[src/osc_ref_pkg.sv]
// Shared constants for the internal oscillator control and reference clock output.
// Assumes a byte-wide register port with 12-bit addresses on a single 100 MHz clock.
package osc_ref_pkg;

  localparam int ADDR_W = 12;
  localparam int DATA_W = 8;

  // Register offsets.
  localparam logic [11:0] REG_OSC_CTRL   = 12'hed0;
  localparam logic [11:0] REG_HS_TUNE    = 12'hed2;
  localparam logic [11:0] REG_HS_FREQ    = 12'hed3;
  localparam logic [11:0] REG_OSC_STATUS = 12'hed6;
  localparam logic [11:0] REG_REF_CTRL   = 12'hed8;
  localparam logic [11:0] REG_REF_SRC    = 12'hed9;

  // Field positions.
  localparam int NEW_OSC_SELECT_LSB     = 0;
  localparam int HS_POST_PRESCALE_LSB     = 4;
  localparam int REF_DIV_LSB  = 0;
  localparam int REF_DUTY_LSB = 3;
  localparam int REF_EN_BIT   = 7;
  localparam int ST_EXT       = 7;
  localparam int ST_HS        = 6;
  localparam int ST_MF        = 5;
  localparam int ST_LS        = 4;
  localparam int ST_SEC       = 3;
  localparam int ST_ADC       = 2;
  localparam int ST_PLL       = 0;

  // System oscillator codes.
  localparam logic [2:0] OSC_HS_64M = 3'h0;
  localparam logic [2:0] OSC_LS     = 3'h5;
  localparam logic [2:0] OSC_HS_1M  = 3'h6;

  // Reference source codes.
  localparam logic [2:0] REF_SRC_SYS = 3'h0;
  localparam logic [2:0] REF_SRC_HS  = 3'h1;
  localparam logic [2:0] REF_SRC_LS  = 3'h2;
  localparam logic [2:0] REF_SRC_MF  = 3'h3;
  localparam logic [2:0] REF_SRC_SEC = 3'h4;

  // Reset values and counts.
  localparam logic [3:0] HS_FRQ_1M     = 4'h0;
  localparam logic [3:0] HS_FRQ_64M    = 4'h8;
  localparam logic [5:0] HS_TUNE_RST   = 6'h00;
  localparam logic [3:0] HS_POST_PRESCALE_RST      = 4'h0;
  localparam logic [3:0] HS_POST_PRESCALE_MAX      = 4'h9;
  localparam logic [7:0] REF_CTRL_RST  = 8'h00;
  localparam logic [2:0] REF_SRC_RST   = 3'h0;
  localparam logic [7:0] MF_LOW_RATIO  = 8'h10;
  localparam logic [1:0] CLKOUT_EDGES  = 2'h3;

  typedef enum logic [2:0] {
    REF_OFF = 3'b001,
    REF_ARM = 3'b010,
    REF_RUN = 3'b100
  } ref_state_t;

  // Edges of the fast oscillator per edge of the 500 kHz clock, per frequency code.
  function automatic logic [7:0] mf_ratio(input logic [3:0] code);
    case (code)
      4'h0:    mf_ratio = 8'h02;
      4'h1:    mf_ratio = 8'h04;
      4'h2:    mf_ratio = 8'h08;
      4'h3:    mf_ratio = 8'h10;
      4'h4:    mf_ratio = 8'h18;
      4'h5:    mf_ratio = 8'h20;
      4'h6:    mf_ratio = 8'h40;
      4'h7:    mf_ratio = 8'h60;
      default: mf_ratio = 8'h80;
    endcase
  endfunction : mf_ratio

endpackage : osc_ref_pkg

[src/osc_ref_clock_ctrl.sv]
// Internal oscillator control, mid-frequency clocks, status and reference clock output.
// Assumes oscillator activity arrives as single-cycle edge ticks synchronous to CLOCK.
// What this block does
// - In internal oscillator mode, free the input pin; output pin is GPIO or clock.
// - Configuration clock-out enable picks GPIO or clock output on the output pin.
// - Two independent internal oscillators, each usable as system clock.
// - Fast oscillator frequency set by select register and trimmed by tuning register.
// - Slow oscillator supplies a fixed 31 kHz clock.
// - Reset oscillator codes 110 or 000 start the fast oscillator at 1 or 64 MHz.
// - Writing the new oscillator field requests a system clock source switch.
// - Four-bit frequency field sets the fast oscillator frequency.
// - Four-bit post divider divides the fast oscillator from 1:1 to 1:512.
// - Mid block derives steady 500 kHz and 31.25 kHz from any fast frequency.
// - Mid-frequency clocks never drive the system clock, only peripherals.
// - Slow oscillator clocks power-up timer, watchdog and fail-safe monitor.
// - Status register reports read-only ready flags; only the fast and mid flags also need the fast oscillator enabled.
// - Reference source: system, fast, slow, 500 kHz, secondary; others unimplemented.
// - Enabling the reference output starts it without a glitch.
// - Disabling the reference output stops it at once.
// - Reference divider offers divide by 1, 2, 4, 8, 16, 32, 64, 128.
// - Duty selects 0, 25, 50 or 75 percent high unless undivided.
//
// Design decision made here: strobed register access.
`timescale 1ns/10ps
`default_nettype none
module osc_ref_clock_ctrl
  import osc_ref_pkg::*;
(
  // Clock and reset
  input  wire logic        CLOCK,
  input  wire logic        RST_N,
  // Register port
  input  wire logic [11:0] ADDR,
  input  wire logic [7:0]  WDATA,
  input  wire logic        WR,
  input  wire logic        RD,
  output logic      [7:0]  RDATA,
  // Configuration words
  input  wire logic [2:0]  RESET_OSC_SELECT,
  input  wire logic        CLOCK_OUT_PIN_ENABLE,
  // Oscillator ticks and ready levels
  input  wire logic        HS_OSC_TICK,
  input  wire logic        HS_OSC_READY,
  input  wire logic        LS_OSC_TICK,
  input  wire logic        LS_OSC_READY,
  input  wire logic        EXT_SYS_TICK,
  input  wire logic        SEC_OSC_TICK,
  input  wire logic        EXTERNAL_READY,
  input  wire logic        SECONDARY_READY,
  input  wire logic        ADC_OSC_OK,
  input  wire logic        PLL_LOCK_READY,
  // Fast oscillator control
  output logic             HS_OSC_EN,
  output logic      [3:0]  HS_FREQ,
  output logic      [5:0]  HS_TUNE,
  // System clock
  output logic      [2:0]  SYS_SRC,
  output logic             SYS_SWITCH_REQ,
  output logic             SYS_TICK,
  // Peripheral clocks
  output logic             MF_500K_TICK,
  output logic             MF_31K_TICK,
  output logic             LS_TIMER_TICK,
  // Oscillator pins
  output logic             IN_PIN_GPIO,
  output logic             OUT_PIN_GPIO,
  output logic             OUT_PIN_O,
  output logic             OUT_PIN_OE,
  // Reference clock
  output logic             REF_CLK_OUT
);
  logic [2:0] sys_src_r,  sys_src_nxt;
  logic       sw_req_r,   sw_req_nxt;
  logic [3:0] hs_post_prescale_r,     hs_post_prescale_nxt;
  logic [3:0] hs_freq_r,  hs_freq_nxt;
  logic [5:0] hs_tune_r,  hs_tune_nxt;
  logic [7:0] ref_ctrl_r, ref_ctrl_nxt;
  logic [2:0] ref_src_r,  ref_src_nxt;
  logic [7:0] status_r,   status_nxt;
  logic [7:0] rdata_r,    rdata_nxt;
  logic       hs_en_r,    hs_en_nxt;
  logic       sys_tick_r, sys_tick_nxt;
  logic       ls_tick_r,  ls_tick_nxt;
  logic [1:0] co_cnt_r,   co_cnt_nxt;
  logic       pin_o_r,    pin_o_nxt;
  logic       in_gpio_r,  in_gpio_nxt;
  logic       out_gpio_r, out_gpio_nxt;
  logic       out_oe_r,   out_oe_nxt;
  logic       sys_is_hs;
  logic       sys_is_int;
  logic       hs_tick;
  logic       hs_div_tick;
  logic       mf_hi_tick;
  logic       mf_lo_tick;
  logic       ref_tick;
  logic [9:0] hs_post_prescale_val;
  logic       ref_en;

  assign ref_en = ref_ctrl_r[REF_EN_BIT];

  // Register file and status.
  always_comb begin
    sys_src_nxt  = sys_src_r;
    sw_req_nxt   = 1'b0;
    hs_post_prescale_nxt     = hs_post_prescale_r;
    hs_freq_nxt  = hs_freq_r;
    hs_tune_nxt  = hs_tune_r;
    ref_ctrl_nxt = ref_ctrl_r;
    ref_src_nxt  = ref_src_r;
    if (WR) begin
      case (ADDR)
        REG_OSC_CTRL: begin
          sys_src_nxt = WDATA[NEW_OSC_SELECT_LSB +: 3];
          sw_req_nxt  = 1'b1;
          hs_post_prescale_nxt    = WDATA[HS_POST_PRESCALE_LSB +: 4];
        end
        REG_HS_FREQ:  hs_freq_nxt  = WDATA[3:0];
        REG_HS_TUNE:  hs_tune_nxt  = WDATA[5:0];
        REG_REF_CTRL: ref_ctrl_nxt = WDATA & 8'h9f;
        REG_REF_SRC:  ref_src_nxt  = WDATA[2:0];
        default: begin
        end
      endcase
    end
    status_nxt         = 8'h00;
    status_nxt[ST_EXT] = EXTERNAL_READY;
    status_nxt[ST_HS]  = hs_en_r & HS_OSC_READY;
    status_nxt[ST_MF]  = hs_en_r & HS_OSC_READY;
    status_nxt[ST_LS]  = LS_OSC_READY;
    status_nxt[ST_SEC] = SECONDARY_READY;
    status_nxt[ST_ADC] = ADC_OSC_OK;
    status_nxt[ST_PLL] = PLL_LOCK_READY;
    rdata_nxt = 8'h00;
    if (RD) begin
      case (ADDR)
        REG_OSC_CTRL:   rdata_nxt = {hs_post_prescale_r, 1'b0, sys_src_r};
        REG_HS_FREQ:    rdata_nxt = {4'h0, hs_freq_r};
        REG_HS_TUNE:    rdata_nxt = {2'h0, hs_tune_r};
        REG_OSC_STATUS: rdata_nxt = status_r;
        REG_REF_CTRL:   rdata_nxt = ref_ctrl_r;
        REG_REF_SRC:    rdata_nxt = {5'h00, ref_src_r};
        default:        rdata_nxt = 8'h00;
      endcase
    end
  end

  always_ff @(posedge CLOCK) begin
    if (!RST_N) begin
      // The reset oscillator choice is caught from the configuration words each reset cycle.
      sys_src_r  <= RESET_OSC_SELECT;
      hs_freq_r  <= (RESET_OSC_SELECT == OSC_HS_1M) ? HS_FRQ_1M : HS_FRQ_64M;
      sw_req_r   <= 1'b0;
      hs_post_prescale_r     <= HS_POST_PRESCALE_RST;
      hs_tune_r  <= HS_TUNE_RST;
      ref_ctrl_r <= REF_CTRL_RST;
      ref_src_r  <= REF_SRC_RST;
      status_r   <= 8'h00;
      rdata_r    <= 8'h00;
    end else begin
      sys_src_r  <= sys_src_nxt;
      hs_freq_r  <= hs_freq_nxt;
      sw_req_r   <= sw_req_nxt;
      hs_post_prescale_r     <= hs_post_prescale_nxt;
      hs_tune_r  <= hs_tune_nxt;
      ref_ctrl_r <= ref_ctrl_nxt;
      ref_src_r  <= ref_src_nxt;
      status_r   <= status_nxt;
      rdata_r    <= rdata_nxt;
    end
  end

  // Clock sources, system clock and pins.
  always_comb begin
    sys_is_hs  = (sys_src_r == OSC_HS_64M) || (sys_src_r == OSC_HS_1M);
    sys_is_int = sys_is_hs || (sys_src_r == OSC_LS);
    hs_en_nxt  = sys_is_hs || (ref_en && (ref_src_r == REF_SRC_HS || ref_src_r == REF_SRC_MF));
    hs_post_prescale_val   = 10'h001 << ((hs_post_prescale_r > HS_POST_PRESCALE_MAX) ? HS_POST_PRESCALE_MAX : hs_post_prescale_r);
    // Mid-frequency ticks never enter this selection.
    if (sys_is_hs) begin
      sys_tick_nxt = hs_div_tick;
    end else if (sys_src_r == OSC_LS) begin
      sys_tick_nxt = LS_OSC_TICK;
    end else begin
      sys_tick_nxt = EXT_SYS_TICK;
    end
    ls_tick_nxt = LS_OSC_TICK;
    case (ref_src_r)
      REF_SRC_SYS: ref_tick = sys_tick_r;
      REF_SRC_HS:  ref_tick = hs_tick;
      REF_SRC_LS:  ref_tick = LS_OSC_TICK;
      REF_SRC_MF:  ref_tick = mf_hi_tick;
      REF_SRC_SEC: ref_tick = SEC_OSC_TICK;
      default:     ref_tick = 1'b0;
    endcase
    // The clock output pin runs at a quarter of the system clock.
    co_cnt_nxt = sys_tick_r ? co_cnt_r + 2'h1 : co_cnt_r;
    pin_o_nxt  = (sys_tick_r && co_cnt_r == CLKOUT_EDGES) ? !pin_o_r : pin_o_r;
    in_gpio_nxt  = sys_is_int;
    out_oe_nxt   = sys_is_int && CLOCK_OUT_PIN_ENABLE;
    out_gpio_nxt = sys_is_int && !CLOCK_OUT_PIN_ENABLE;
  end

  assign hs_tick = HS_OSC_TICK & hs_en_r;

  always_ff @(posedge CLOCK) begin
    if (!RST_N) begin
      hs_en_r    <= 1'b0;
      sys_tick_r <= 1'b0;
      ls_tick_r  <= 1'b0;
      co_cnt_r   <= 2'h0;
      pin_o_r    <= 1'b0;
      in_gpio_r  <= 1'b0;
      out_oe_r   <= 1'b0;
      out_gpio_r <= 1'b0;
    end else begin
      hs_en_r    <= hs_en_nxt;
      sys_tick_r <= sys_tick_nxt;
      ls_tick_r  <= ls_tick_nxt;
      co_cnt_r   <= co_cnt_nxt;
      pin_o_r    <= pin_o_nxt;
      in_gpio_r  <= in_gpio_nxt;
      out_oe_r   <= out_oe_nxt;
      out_gpio_r <= out_gpio_nxt;
    end
  end

  tick_divider #(.W(10)) u_post_div (
    .clk      (CLOCK),
    .rst_n    (RST_N),
    .tick_in  (hs_tick),
    .divisor  (hs_post_prescale_val),
    .tick_out (hs_div_tick)
  );

  // The ratio follows the frequency field so the mid clocks keep their rate.
  tick_divider #(.W(8)) u_mf_high (
    .clk      (CLOCK),
    .rst_n    (RST_N),
    .tick_in  (hs_tick),
    .divisor  (mf_ratio(hs_freq_r)),
    .tick_out (mf_hi_tick)
  );

  tick_divider #(.W(8)) u_mf_low (
    .clk      (CLOCK),
    .rst_n    (RST_N),
    .tick_in  (mf_hi_tick),
    .divisor  (MF_LOW_RATIO),
    .tick_out (mf_lo_tick)
  );

  ref_clock_out u_ref (
    .clk      (CLOCK),
    .rst_n    (RST_N),
    .en       (ref_en),
    .div      (ref_ctrl_r[REF_DIV_LSB +: 3]),
    .duty     (ref_ctrl_r[REF_DUTY_LSB +: 2]),
    .src_tick (ref_tick),
    .ref_out  (REF_CLK_OUT)
  );

  assign RDATA          = rdata_r;
  assign HS_OSC_EN      = hs_en_r;
  assign HS_FREQ        = hs_freq_r;
  assign HS_TUNE        = hs_tune_r;
  assign SYS_SRC        = sys_src_r;
  assign SYS_SWITCH_REQ = sw_req_r;
  assign SYS_TICK       = sys_tick_r;
  assign MF_500K_TICK   = mf_hi_tick;
  assign MF_31K_TICK    = mf_lo_tick;
  assign LS_TIMER_TICK  = ls_tick_r;
  assign IN_PIN_GPIO    = in_gpio_r;
  assign OUT_PIN_GPIO   = out_gpio_r;
  assign OUT_PIN_O      = pin_o_r;
  assign OUT_PIN_OE     = out_oe_r;

  property p_status_bit1;
    @(posedge CLOCK) disable iff (!RST_N) RD && ADDR == REG_OSC_STATUS |=> RDATA[1] == 1'b0;
  endproperty
  a_status_bit1: assert property (p_status_bit1) else $error("status bit 1 read as one");

  property p_hs_ready;
    @(posedge CLOCK) disable iff (!RST_N) ##1 status_r[ST_HS] == ($past(hs_en_r) & $past(HS_OSC_READY));
  endproperty
  a_hs_ready: assert property (p_hs_ready) else $error("fast ready flag does not follow enable and ready");

  property p_switch_req;
    @(posedge CLOCK) disable iff (!RST_N) WR && ADDR == REG_OSC_CTRL |=> SYS_SWITCH_REQ && SYS_SRC == $past(WDATA[2:0]);
  endproperty
  a_switch_req: assert property (p_switch_req) else $error("oscillator write did not request a switch");

  property p_reset_freq;
    @(posedge CLOCK) $rose(RST_N) && $past(RESET_OSC_SELECT) == OSC_HS_1M |-> HS_FREQ == HS_FRQ_1M;
  endproperty
  a_reset_freq: assert property (p_reset_freq) else $error("reset oscillator code did not set 1 MHz");

  property p_mf_chain;
    @(posedge CLOCK) disable iff (!RST_N) MF_31K_TICK |-> $past(MF_500K_TICK);
  endproperty
  a_mf_chain: assert property (p_mf_chain) else $error("low mid clock not derived from 500 kHz clock");

  property p_clkout_pin;
    @(posedge CLOCK) disable iff (!RST_N) sys_is_int && CLOCK_OUT_PIN_ENABLE |=> OUT_PIN_OE && !OUT_PIN_GPIO;
  endproperty
  a_clkout_pin: assert property (p_clkout_pin) else $error("clock output pin not driven");

endmodule : osc_ref_clock_ctrl
`default_nettype wire

[src/ref_clock_out.sv]
// Reference clock output generator: divider, duty cycle and glitch-free start.
// Assumes src_tick marks each edge of the chosen source, so one source period is two ticks.
`timescale 1ns/10ps
`default_nettype none
module ref_clock_out
  import osc_ref_pkg::*;
(
  // Clock and reset
  input  wire logic       clk,
  input  wire logic       rst_n,
  // Settings
  input  wire logic       en,
  input  wire logic [2:0] div,
  input  wire logic [1:0] duty,
  input  wire logic       src_tick,
  // Output
  output logic            ref_out
);
  ref_state_t state_r;
  ref_state_t state_nxt;
  logic [7:0] cnt_r;
  logic [7:0] cnt_nxt;
  logic       out_r;
  logic       out_nxt;
  logic [8:0] period;
  logic [8:0] high;
  logic [8:0] half;
  logic [8:0] cnt_inc;

  always_comb begin
    half    = 9'h001 << div;
    period  = half << 1;
    cnt_inc = {1'b0, cnt_r} + 9'h001;
    // The undivided setting is always square; duty only applies when divided.
    high      = (div == 3'h0) ? 9'h001 : 9'((half * {7'h00, duty}) >> 1);
    state_nxt = state_r;
    cnt_nxt   = cnt_r;
    out_nxt   = out_r;
    case (state_r)
      REF_OFF: begin
        out_nxt = 1'b0;
        cnt_nxt = 8'h00;
        if (en) begin
          state_nxt = REF_ARM;
        end
      end
      REF_ARM: begin
        // Start only on a source edge with a fresh period, so no runt pulse leaves.
        if (src_tick) begin
          state_nxt = REF_RUN;
          cnt_nxt   = 8'h00;
          out_nxt   = (high != 9'h000);
        end
      end
      REF_RUN: begin
        // Live divider and duty are used, so changing them while running may glitch.
        if (src_tick) begin
          cnt_nxt = (cnt_inc >= period) ? 8'h00 : cnt_inc[7:0];
          out_nxt = ({1'b0, cnt_nxt} < high);
        end
      end
      default: begin
        state_nxt = REF_OFF;
        out_nxt   = 1'b0;
      end
    endcase
    if (!en) begin
      state_nxt = REF_OFF;
      out_nxt   = 1'b0;
    end
  end

  always_ff @(posedge clk) begin
    if (!rst_n) begin
      state_r <= REF_OFF;
      cnt_r   <= 8'h00;
      out_r   <= 1'b0;
    end else begin
      state_r <= state_nxt;
      cnt_r   <= cnt_nxt;
      out_r   <= out_nxt;
    end
  end

  assign ref_out = out_r;

  property p_ref_stop;
    @(posedge clk) disable iff (!rst_n) !en |=> !ref_out;
  endproperty
  a_ref_stop: assert property (p_ref_stop) else $error("reference output still driven after disable");

  property p_ref_start;
    @(posedge clk) disable iff (!rst_n) $rose(en) && state_r == REF_OFF |=> !ref_out && state_r == REF_ARM;
  endproperty
  a_ref_start: assert property (p_ref_start) else $error("reference output did not start cleanly");

  property p_ref_zero_duty;
    @(posedge clk) disable iff (!rst_n) en && div != 3'h0 && duty == 2'h0 && state_r == REF_RUN |=> !ref_out;
  endproperty
  a_ref_zero_duty: assert property (p_ref_zero_duty) else $error("zero duty produced a high level");

endmodule : ref_clock_out
`default_nettype wire

[src/tick_divider.sv]
// Divides a stream of single-cycle edge ticks by a run-time divisor.
// Assumes ticks are one CLOCK cycle wide; a divisor of 0 or 1 passes every tick.
`timescale 1ns/10ps
`default_nettype none
module tick_divider #(
  parameter int W = 8
) (
  // Clock and reset
  input  wire logic         clk,
  input  wire logic         rst_n,
  // Tick stream
  input  wire logic         tick_in,
  input  wire logic [W-1:0] divisor,
  output logic              tick_out
);
  logic [W-1:0] cnt_r;
  logic [W-1:0] cnt_nxt;
  logic         out_r;
  logic         out_nxt;
  logic [W:0]   cnt_inc;

  always_comb begin
    cnt_inc = {1'b0, cnt_r} + {{W{1'b0}}, 1'b1};
    cnt_nxt = cnt_r;
    out_nxt = 1'b0;
    if (tick_in) begin
      if (cnt_inc >= {1'b0, divisor}) begin
        cnt_nxt = '0;
        out_nxt = 1'b1;
      end else begin
        cnt_nxt = cnt_inc[W-1:0];
      end
    end
  end

  always_ff @(posedge clk) begin
    if (!rst_n) begin
      cnt_r <= '0;
      out_r <= 1'b0;
    end else begin
      cnt_r <= cnt_nxt;
      out_r <= out_nxt;
    end
  end

  assign tick_out = out_r;

  property p_div_cause;
    @(posedge clk) disable iff (!rst_n) tick_out |-> $past(tick_in);
  endproperty
  a_div_cause: assert property (p_div_cause) else $error("divided tick without an input tick");

endmodule : tick_divider
`default_nettype wire
[config.mk]
export PLATFORM = sky130hd
export DESIGN_NAME = osc_ref_clock_ctrl
export DESIGN_NICKNAME = d
export VERILOG_FILES = /design/src/osc_ref_pkg.sv /design/src/osc_ref_clock_ctrl.sv /design/src/ref_clock_out.sv /design/src/tick_divider.sv
export SDC_FILE = /design/constraint.sdc
export NUM_CORES = 1
export LEC_CHECK = 0
export ABC_AREA = 1
export BUFFER_PORTS_ARGS = -buffer_cell sky130_fd_sc_hd__buf_2
export CORE_UTILIZATION = 53
export CTS_CLUSTER_DIAMETER = 120
export DETAILED_ROUTE_END_ITERATION = 16
export GPL_TIMING_DRIVEN = 0
export PLACE_DENSITY = 0.76
export SLEW_MARGIN = 20
export SYNTH_ARGS = -nofsm -noshare
export SYNTH_HDL_FRONTEND = slang
export SYNTH_SLANG_ARGS = --single-unit
[constraint.sdc]
create_clock -name CLOCK -period 3.1 [get_ports CLOCK]
set_input_delay 0.62 -clock CLOCK [delete_from_list [all_inputs] [get_ports CLOCK]]
set_output_delay 0.62 -clock CLOCK [all_outputs]
set_load 0.01 [all_outputs]
-- Word level (Yosys, flattened, before mapping)
Memory sizes are Yosys's and may differ from the RTL's. A register that Yosys moved wholly into a read port is not among the register bits.
Index checks and enable logic that the tools add are counted.
- latch bits: 0
- output and inout port bits: 32
- register bits after elaboration: 93
- memory bits (writable): 0
- memories: 1
- ROM bits: 48
- divide/modulo/power cells: 0
- $lt $le $gt $ge: 6
- eq/ne operators: 22
- shift operators: 2
- multiply operators: 1
- muxes and demuxes: 31
- reductions and logical operators: 29
- add/subtract/negate cells: 5
- bitwise operators: 3
- memories (memory ; words ; bits a word ; read ports ; clocked after Yosys merged registers in ; wr ports ; line ; source):
    (name not given) ; 8 ; 6 ; 1 ; 1 ; 0 ; osc_ref_pkg.sv:61 ; case (code)
- operators by type and width (operator ; number):
    equality test 12 bit (second input constant) ; 6
    two-way mux 8 bit ; 7
    case mux 8 bit (6 select lines) ; 1
    adder 8 x 1 -> 9 bit (second input constant) ; 3
    AND reduction 2 bit ; 13
    case mux 8 bit (3 select lines) ; 1
    two-way mux 4 bit ; 5
    equality test 3 bit (second input constant) ; 5
    two-way mux 3 bit ; 5
    adder 10 x 1 -> 11 bit (second input constant) ; 1
    >= comparator 11 x 10 -> 1 bit ; 1
    two-way mux 10 bit ; 1
    left shift 1 x 4 -> 10 bit (first input constant) ; 1
    equality test 3 x 2 -> 1 bit (second input constant) ; 3
    >= comparator 9 x 5 -> 1 bit (second input constant) ; 1
    >= comparator 9 x 8 -> 1 bit ; 1
    >= comparator 9 bit ; 1
    zero test 3 bit ; 3
    less-than comparator 8 x 9 -> 1 bit ; 1
    multiplier 9 x 2 -> 9 bit ; 1
    case mux 3 bit (3 select lines) ; 1
    nonzero test 9 bit ; 1
    left shift 1 x 3 -> 9 bit (first input constant) ; 1
    two-way mux 1 bit ; 8
    other kinds (15) ; 27

-- Logic depth before layout (Yosys ltp)
- depth after elaboration: 6
- mapped depth: 26
- gate-level depth less buffers: 26

-- By module
A second synthesis with hierarchy kept.
- cell total of the unflattened synthesis: 936
- area total of the unflattened synthesis: 6517.5 µm²
- by module, submodules not included (module ; cells an instance ; seq. area each (µm²) ; area an instance (µm²) ; times used):
    osc_ref_clock_ctrl ; 368 ; 1191.1 ; 2727.6 ; 1
    ref_clock_out ; 251 ; 240.2 ; 1550.2 ; 1
    tick_divider (u_mf_high ...) ; 90 ; 180.2 ; 663.1 ; 2
    tick_divider (u_post_div) ; 137 ; 220.2 ; 913.4 ; 1

-- Worst setup path before layout
OpenSTA, ideal clock, no wires.
- kind: register -> register
- start: register u_ref.cnt_r[0]
- end: register u_ref.out_r (netlist: u_ref.ref_out)
- data arrival time: 2.974 ns
- data required time: 3.036 ns
- library setup time: 0.064 ns
- path buffers: 0
- setup slack: 0.063 ns
- stages on the path, launching flop included: 25
- cell sequence: dfxtp_1 -> ha_1 -> nand2_1 -> inv_1 -> nand2_1 -> nor2_1 -> nand2_1 -> xor2_1 -> inv_1 -> ha_1 -> nand2_1 -> a21oi_1 -> nor2_1 -> nand3_1 -> nor3_1 -> ha_1 -> nand2_1 -> inv_1 -> o21ai_0 -> a21oi_1 -> nor3b_1 -> nand2_1 -> nand2_1 -> nor2_1 -> nor2_1
- longest elaborated chain between the ends: 6
- ends and longest elaborated chain (item ; line ; source):
    start: declaration ; ref_clock_out.sv:21 ; logic [7:0] cnt_r;
    start signal: assignment ; ref_clock_out.sv:80 ; cnt_r <= cnt_nxt;
    adder 8 x 1 -> 9 bit (*) ; ref_clock_out.sv:33 ; cnt_inc = {1'b0, cnt_r} + 9'h001;
    >= comparator 9 bit ; ref_clock_out.sv:58 ; cnt_nxt = (cnt_inc >= period) ? 8'h00 : cnt_inc[7:0];
    two-way mux 8 bit (*) ; ref_clock_out.sv:58 ;
    less-than comparator 8 x 9 -> 1 bit (*) ; ref_clock_out.sv:59 ; out_nxt = ({1'b0, cnt_nxt} < high);
    two-way mux 1 bit (*) ; ref_clock_out.sv:57 ; if (src_tick) begin
    case mux 1 bit (2 select lines) (*) ; ref_clock_out.sv:39 ; case (state_r)
    end signal: assignment ; ref_clock_out.sv:81 ; out_r <= out_nxt;
    end: declaration ; ref_clock_out.sv:23 ; logic out_r;
Every way passes the cells marked *; elsewhere a longest branch is shown, timed or not. The select of a mux whose other input is x is not followed.
A chain may end at the register's enable or synchronous reset.

-- Worst setup path after layout
Same ends and word-level chain as after synthesis.

==> metrics.yaml <==
grt:
  grt_max_degree: 20
  met3_usage: 0.0486
  grt_use_met1: 0.337
  grt_usage: 0.260
  gr-total-overflow: 0
  grt_pass1_wl_microns: 23200
  grt.busiest_layer: "met2"
  grt_pass1_vias: 5030
  use_met2: 0.431
  antenna_found_initial: 0
setup_path:
  arrival_ns: 3.31
  path_class: "flip-flop to flip-flop"
  reg2reg_to: "u_ref.ref_out$_SDFFE_PN0P_"
  cp_max_fo: 6
  required_ns: 3.44
  end_kind: "flip-flop"
  regToRegStartpoint: "u_ref.cnt_r[0]$_SDFFE_PN0P_"
  r2r_slack_ns: 0.13
  start_kind: "flip-flop"
  reg2regPathDepth: 22
clocking:
  path_clk_slew_ns: 0.11
  numClockSinks: 97
  cts_inserted_buffers: 9
  cts_max_path_buffers: 2
  ctsRootBufferMaster: "clkbuf_8"
  clkLatencyLatePin_ns: 0.39
  cts_max_level: 3
  holdBufCountCts: 0
  cts_tree: "done"
synthesis:
  yosysTopAreaCell: "dfxtp_1"
  syn-instance-count: 843
  synth_area_sq_um: 5850
  ys_seq_elements: 97
  synthFlopType: "dfxtp_1"
  synth_nets: 927
  yosys.area.top_type_share: 0.308
  ys_types: 44
  ys_seq_area_frac: 0.344
  netlist_top_cells_count: "nand2_1 (200), inv_1 (130), dfxtp_1 (90)"
  ys_warn_count: 0
  yosys-top-cells-area: "dfxtp_1 (31%), nand2_1 (13%), ha_1 (9.6%), inv_1 (8.3%), a21oi_1 (5.7%)"
  synthArstFlopShare: 0
  syn_area_per_cell_sq_um: 6.94
  synth_most_common_cell: "nand2_1"
  synth_edf_count: 7
pwr:
  clkPwrFrac: 0.369
  p_per_area_nw_per_um2: 341
  switching_share: 0.278
  vdd_drop_max_v: 0.000215
  p_leak_uw: 0.00337
  share_comb_of_total_power: 0.083
  p_int_uw: 1720
  switchingPower_uw: 664
  p_seq_frac: 0.548
layout:
  final_cells: 1088
  areaGrowthSynthToFinish_pct: 19.5
  fin_nets: 1027
  fill_cells: 934
  drive_gt1_frac: 0.212
  antennaDiodeCount: 0
  final_util: 0.648
placed_design:
  place.gp.congestion: 0.920
  dp_hpwl_microns: 10700
  dpl.cell_count: 1051
  portBuffers: 68
sta:
  hold_viol: 0
  period_minus_slack_ns: 2.97
  fmax_mhz: 336
  skew_ns: 0.0180
  tightestPinTransition_ns: 0.915
  slew_viol_final: 0
  relSlewSlack: 0.384
  timing.hold.ws_ns: 0.394
  period_share: 0.959
  rsz0062_at_grt: "yes"
  setup_viol: 0
routing:
  dr.pass1.iters: 5
  drtIter0Drc: 384
  vias: 5629
  drt-total-wl_microns: 14600
  drc: 0
  antenna_left: 0
  wl_per_cell_microns: 13.4
  vias_per_cell: 5.17
floorplan:
  core_sq_um: 10800
  die_x_microns: 107
  die_h_microns: 107
  placement_rows: 38
  dieArea_sq_um: 11500
  io_pins: 70
  start_util: 0.542
hold_path:
  min_from: "CLOCK_OUT_PIN_ENABLE"
  hold_class: "input port to flip-flop"
  hold_path_depth: 2
  hold-path-endpoint: "OUT_PIN_GPIO$_SDFF_PN0_"
run:
  maxCapViolations: 0
outcome:
  status: "complete, no violations"
-- worst max path at each step --
stage / end / cells after the start / from
4_1_cts: u_ref.ref_out$_SDFFE_PN0P_ / 24 / u_ref.cnt_r[1]$_SDFFE_PN0P_
5_1_grt: u_ref.ref_out$_SDFFE_PN0P_ / 24 / u_ref.cnt_r[1]$_SDFFE_PN0P_
6_report: u_ref.ref_out$_SDFFE_PN0P_ / 22 / u_ref.cnt_r[0]$_SDFFE_PN0P_
3_5_place_dp: u_ref.ref_out$_SDFFE_PN0P_ / 24 / u_ref.cnt_r[0]$_SDFFE_PN0P_
2_1_floorplan: u_ref.ref_out$_SDFFE_PN0P_ / 24 / u_ref.cnt_r[0]$_SDFFE_PN0P_
3_3_place_gp: u_ref.ref_out$_SDFFE_PN0P_ / 24 / u_ref.cnt_r[0]$_SDFFE_PN0P_
-- power groups by stage --
| stage | Sequential [uW] | Combinational, uW | Clock (uW) |
|---|---|---|---|
| finish | 1310 | 199 | 881 |
| detailed placement | 1340 | 197 | 0 |
| global placement | 1340 | 196 | 0 |
| floorplan | 1340 | 114 | 0 |
| CTS | 1310 | 198 | 886 |
| global route | 1310 | 223 | 955 |
-- sequential cells by signal (all words and copies together), names as in the netlist, 2 cells and up, named ones only --
name and count:
u_post_div.cnt_r 10, RDATA 8, status_r 6, HS_FREQ 4, SYS_SRC 3, co_cnt_r 2
ref_src_r 3, HS_TUNE 6, ref_ctrl_r 6, u_mf_low.cnt_r 8, u_mf_high.cnt_r 8, u_ref.state_r 3
hs_post_prescale_r 4, u_ref.cnt_r 8
-- kinds of logic (layout without fill, tap and decap cells) --
| group | after synthesis | count (layout) | share of synthesized area |
|---|---|---|---|
| fa+ha+maj | 46 | 46 | 0.0996 |
| simple gates | 400 | 400 | 0.302 |
| compound gates | 130 | 130 | 0.124 |
| flops | 97 | 97 | 0.344 |
| xor+xnor | 18 | 18 | 0.0295 |
| buf+inv | 152 | 257 | 0.101 |
-- final cells by class --
type | count | area [sq um] | area share
clock buffers | 10 | 149 | 0.0213
inverters | 136 | 514 | 0.0735
repair buffers | 89 | 505 | 0.0723
well taps | 140 | 175 | 0.0250
multi-input cells | 594 | 3480 | 0.498
plain buffers | 16 | 82.6 | 0.0118
flip-flops and latches | 97 | 2020 | 0.289
clock inverters | 6 | 65.1 | 0.00930
-- per-layer routing --
layer	vias up	routed length (microns)
met5	-	0
met4	0	276
met3	24	798
met2	182	6900
met1	2499	6600
li1	2924	-
-- placed cells by master (no fill, tap or decap), drive strengths merged, types with 4 or more instances in the layout --
cell      n
a21oi    73
buf      96
clkbuf   19
clkinv    4
dfxtp    90
edfxtp    7
ha       45
inv     137
nand2   205
nand3    55
nand3b    5
nand4    18
nor2    101
nor3     10
o21ai    40
o22ai     9
xnor2     5
xor2     13
-- critical path: stages, from the launching register on --
cell and delay [ns]:
dfxtp_2 0.37, buf_4 0.13, inv_2 0.05, nor2_4 0.13, nand3_4 0.10, nor2_4 0.15, xor2_2 0.22, ha_4 0.25
nand2_2 0.09, a21oi_2 0.05, nor2_4 0.11, nand3_4 0.13, nor2_2 0.19, ha_1 0.27, nand2_1 0.07, inv_1 0.04
nand2_1 0.05, nand3_1 0.08, nor3b_2 0.19, nand2_1 0.08, nand2_1 0.06, nor2_1 0.04, nor2_1 0.07
-- what timing repair did --
| item | CTS | global route |
|---|---|---|
| pin swaps | 18 | 18 |
| resized for setup | 25 | 39 |
| setup endpoints to repair | 1 | 1 |
| buffers inserted | 12 | 9 |
-- stage by stage --
step / instance area [sq um] / setup TNS (ns) / total power [uW] / worst slack, ns
floorplan: 5850 / 0 / 1450 / 0.0625
global placement: 6370 / -0.363 / 1530 / -0.363
detailed placement: 6370 / -0.414 / 1540 / -0.414
CTS: 6780 / -0.0582 / 2390 / -0.0582
global route: 6990 / -0.115 / 2490 / -0.115
finish: 6990 / 0 / 2390 / 0.128
No activity file was read; power rests on OpenSTA's default activity.
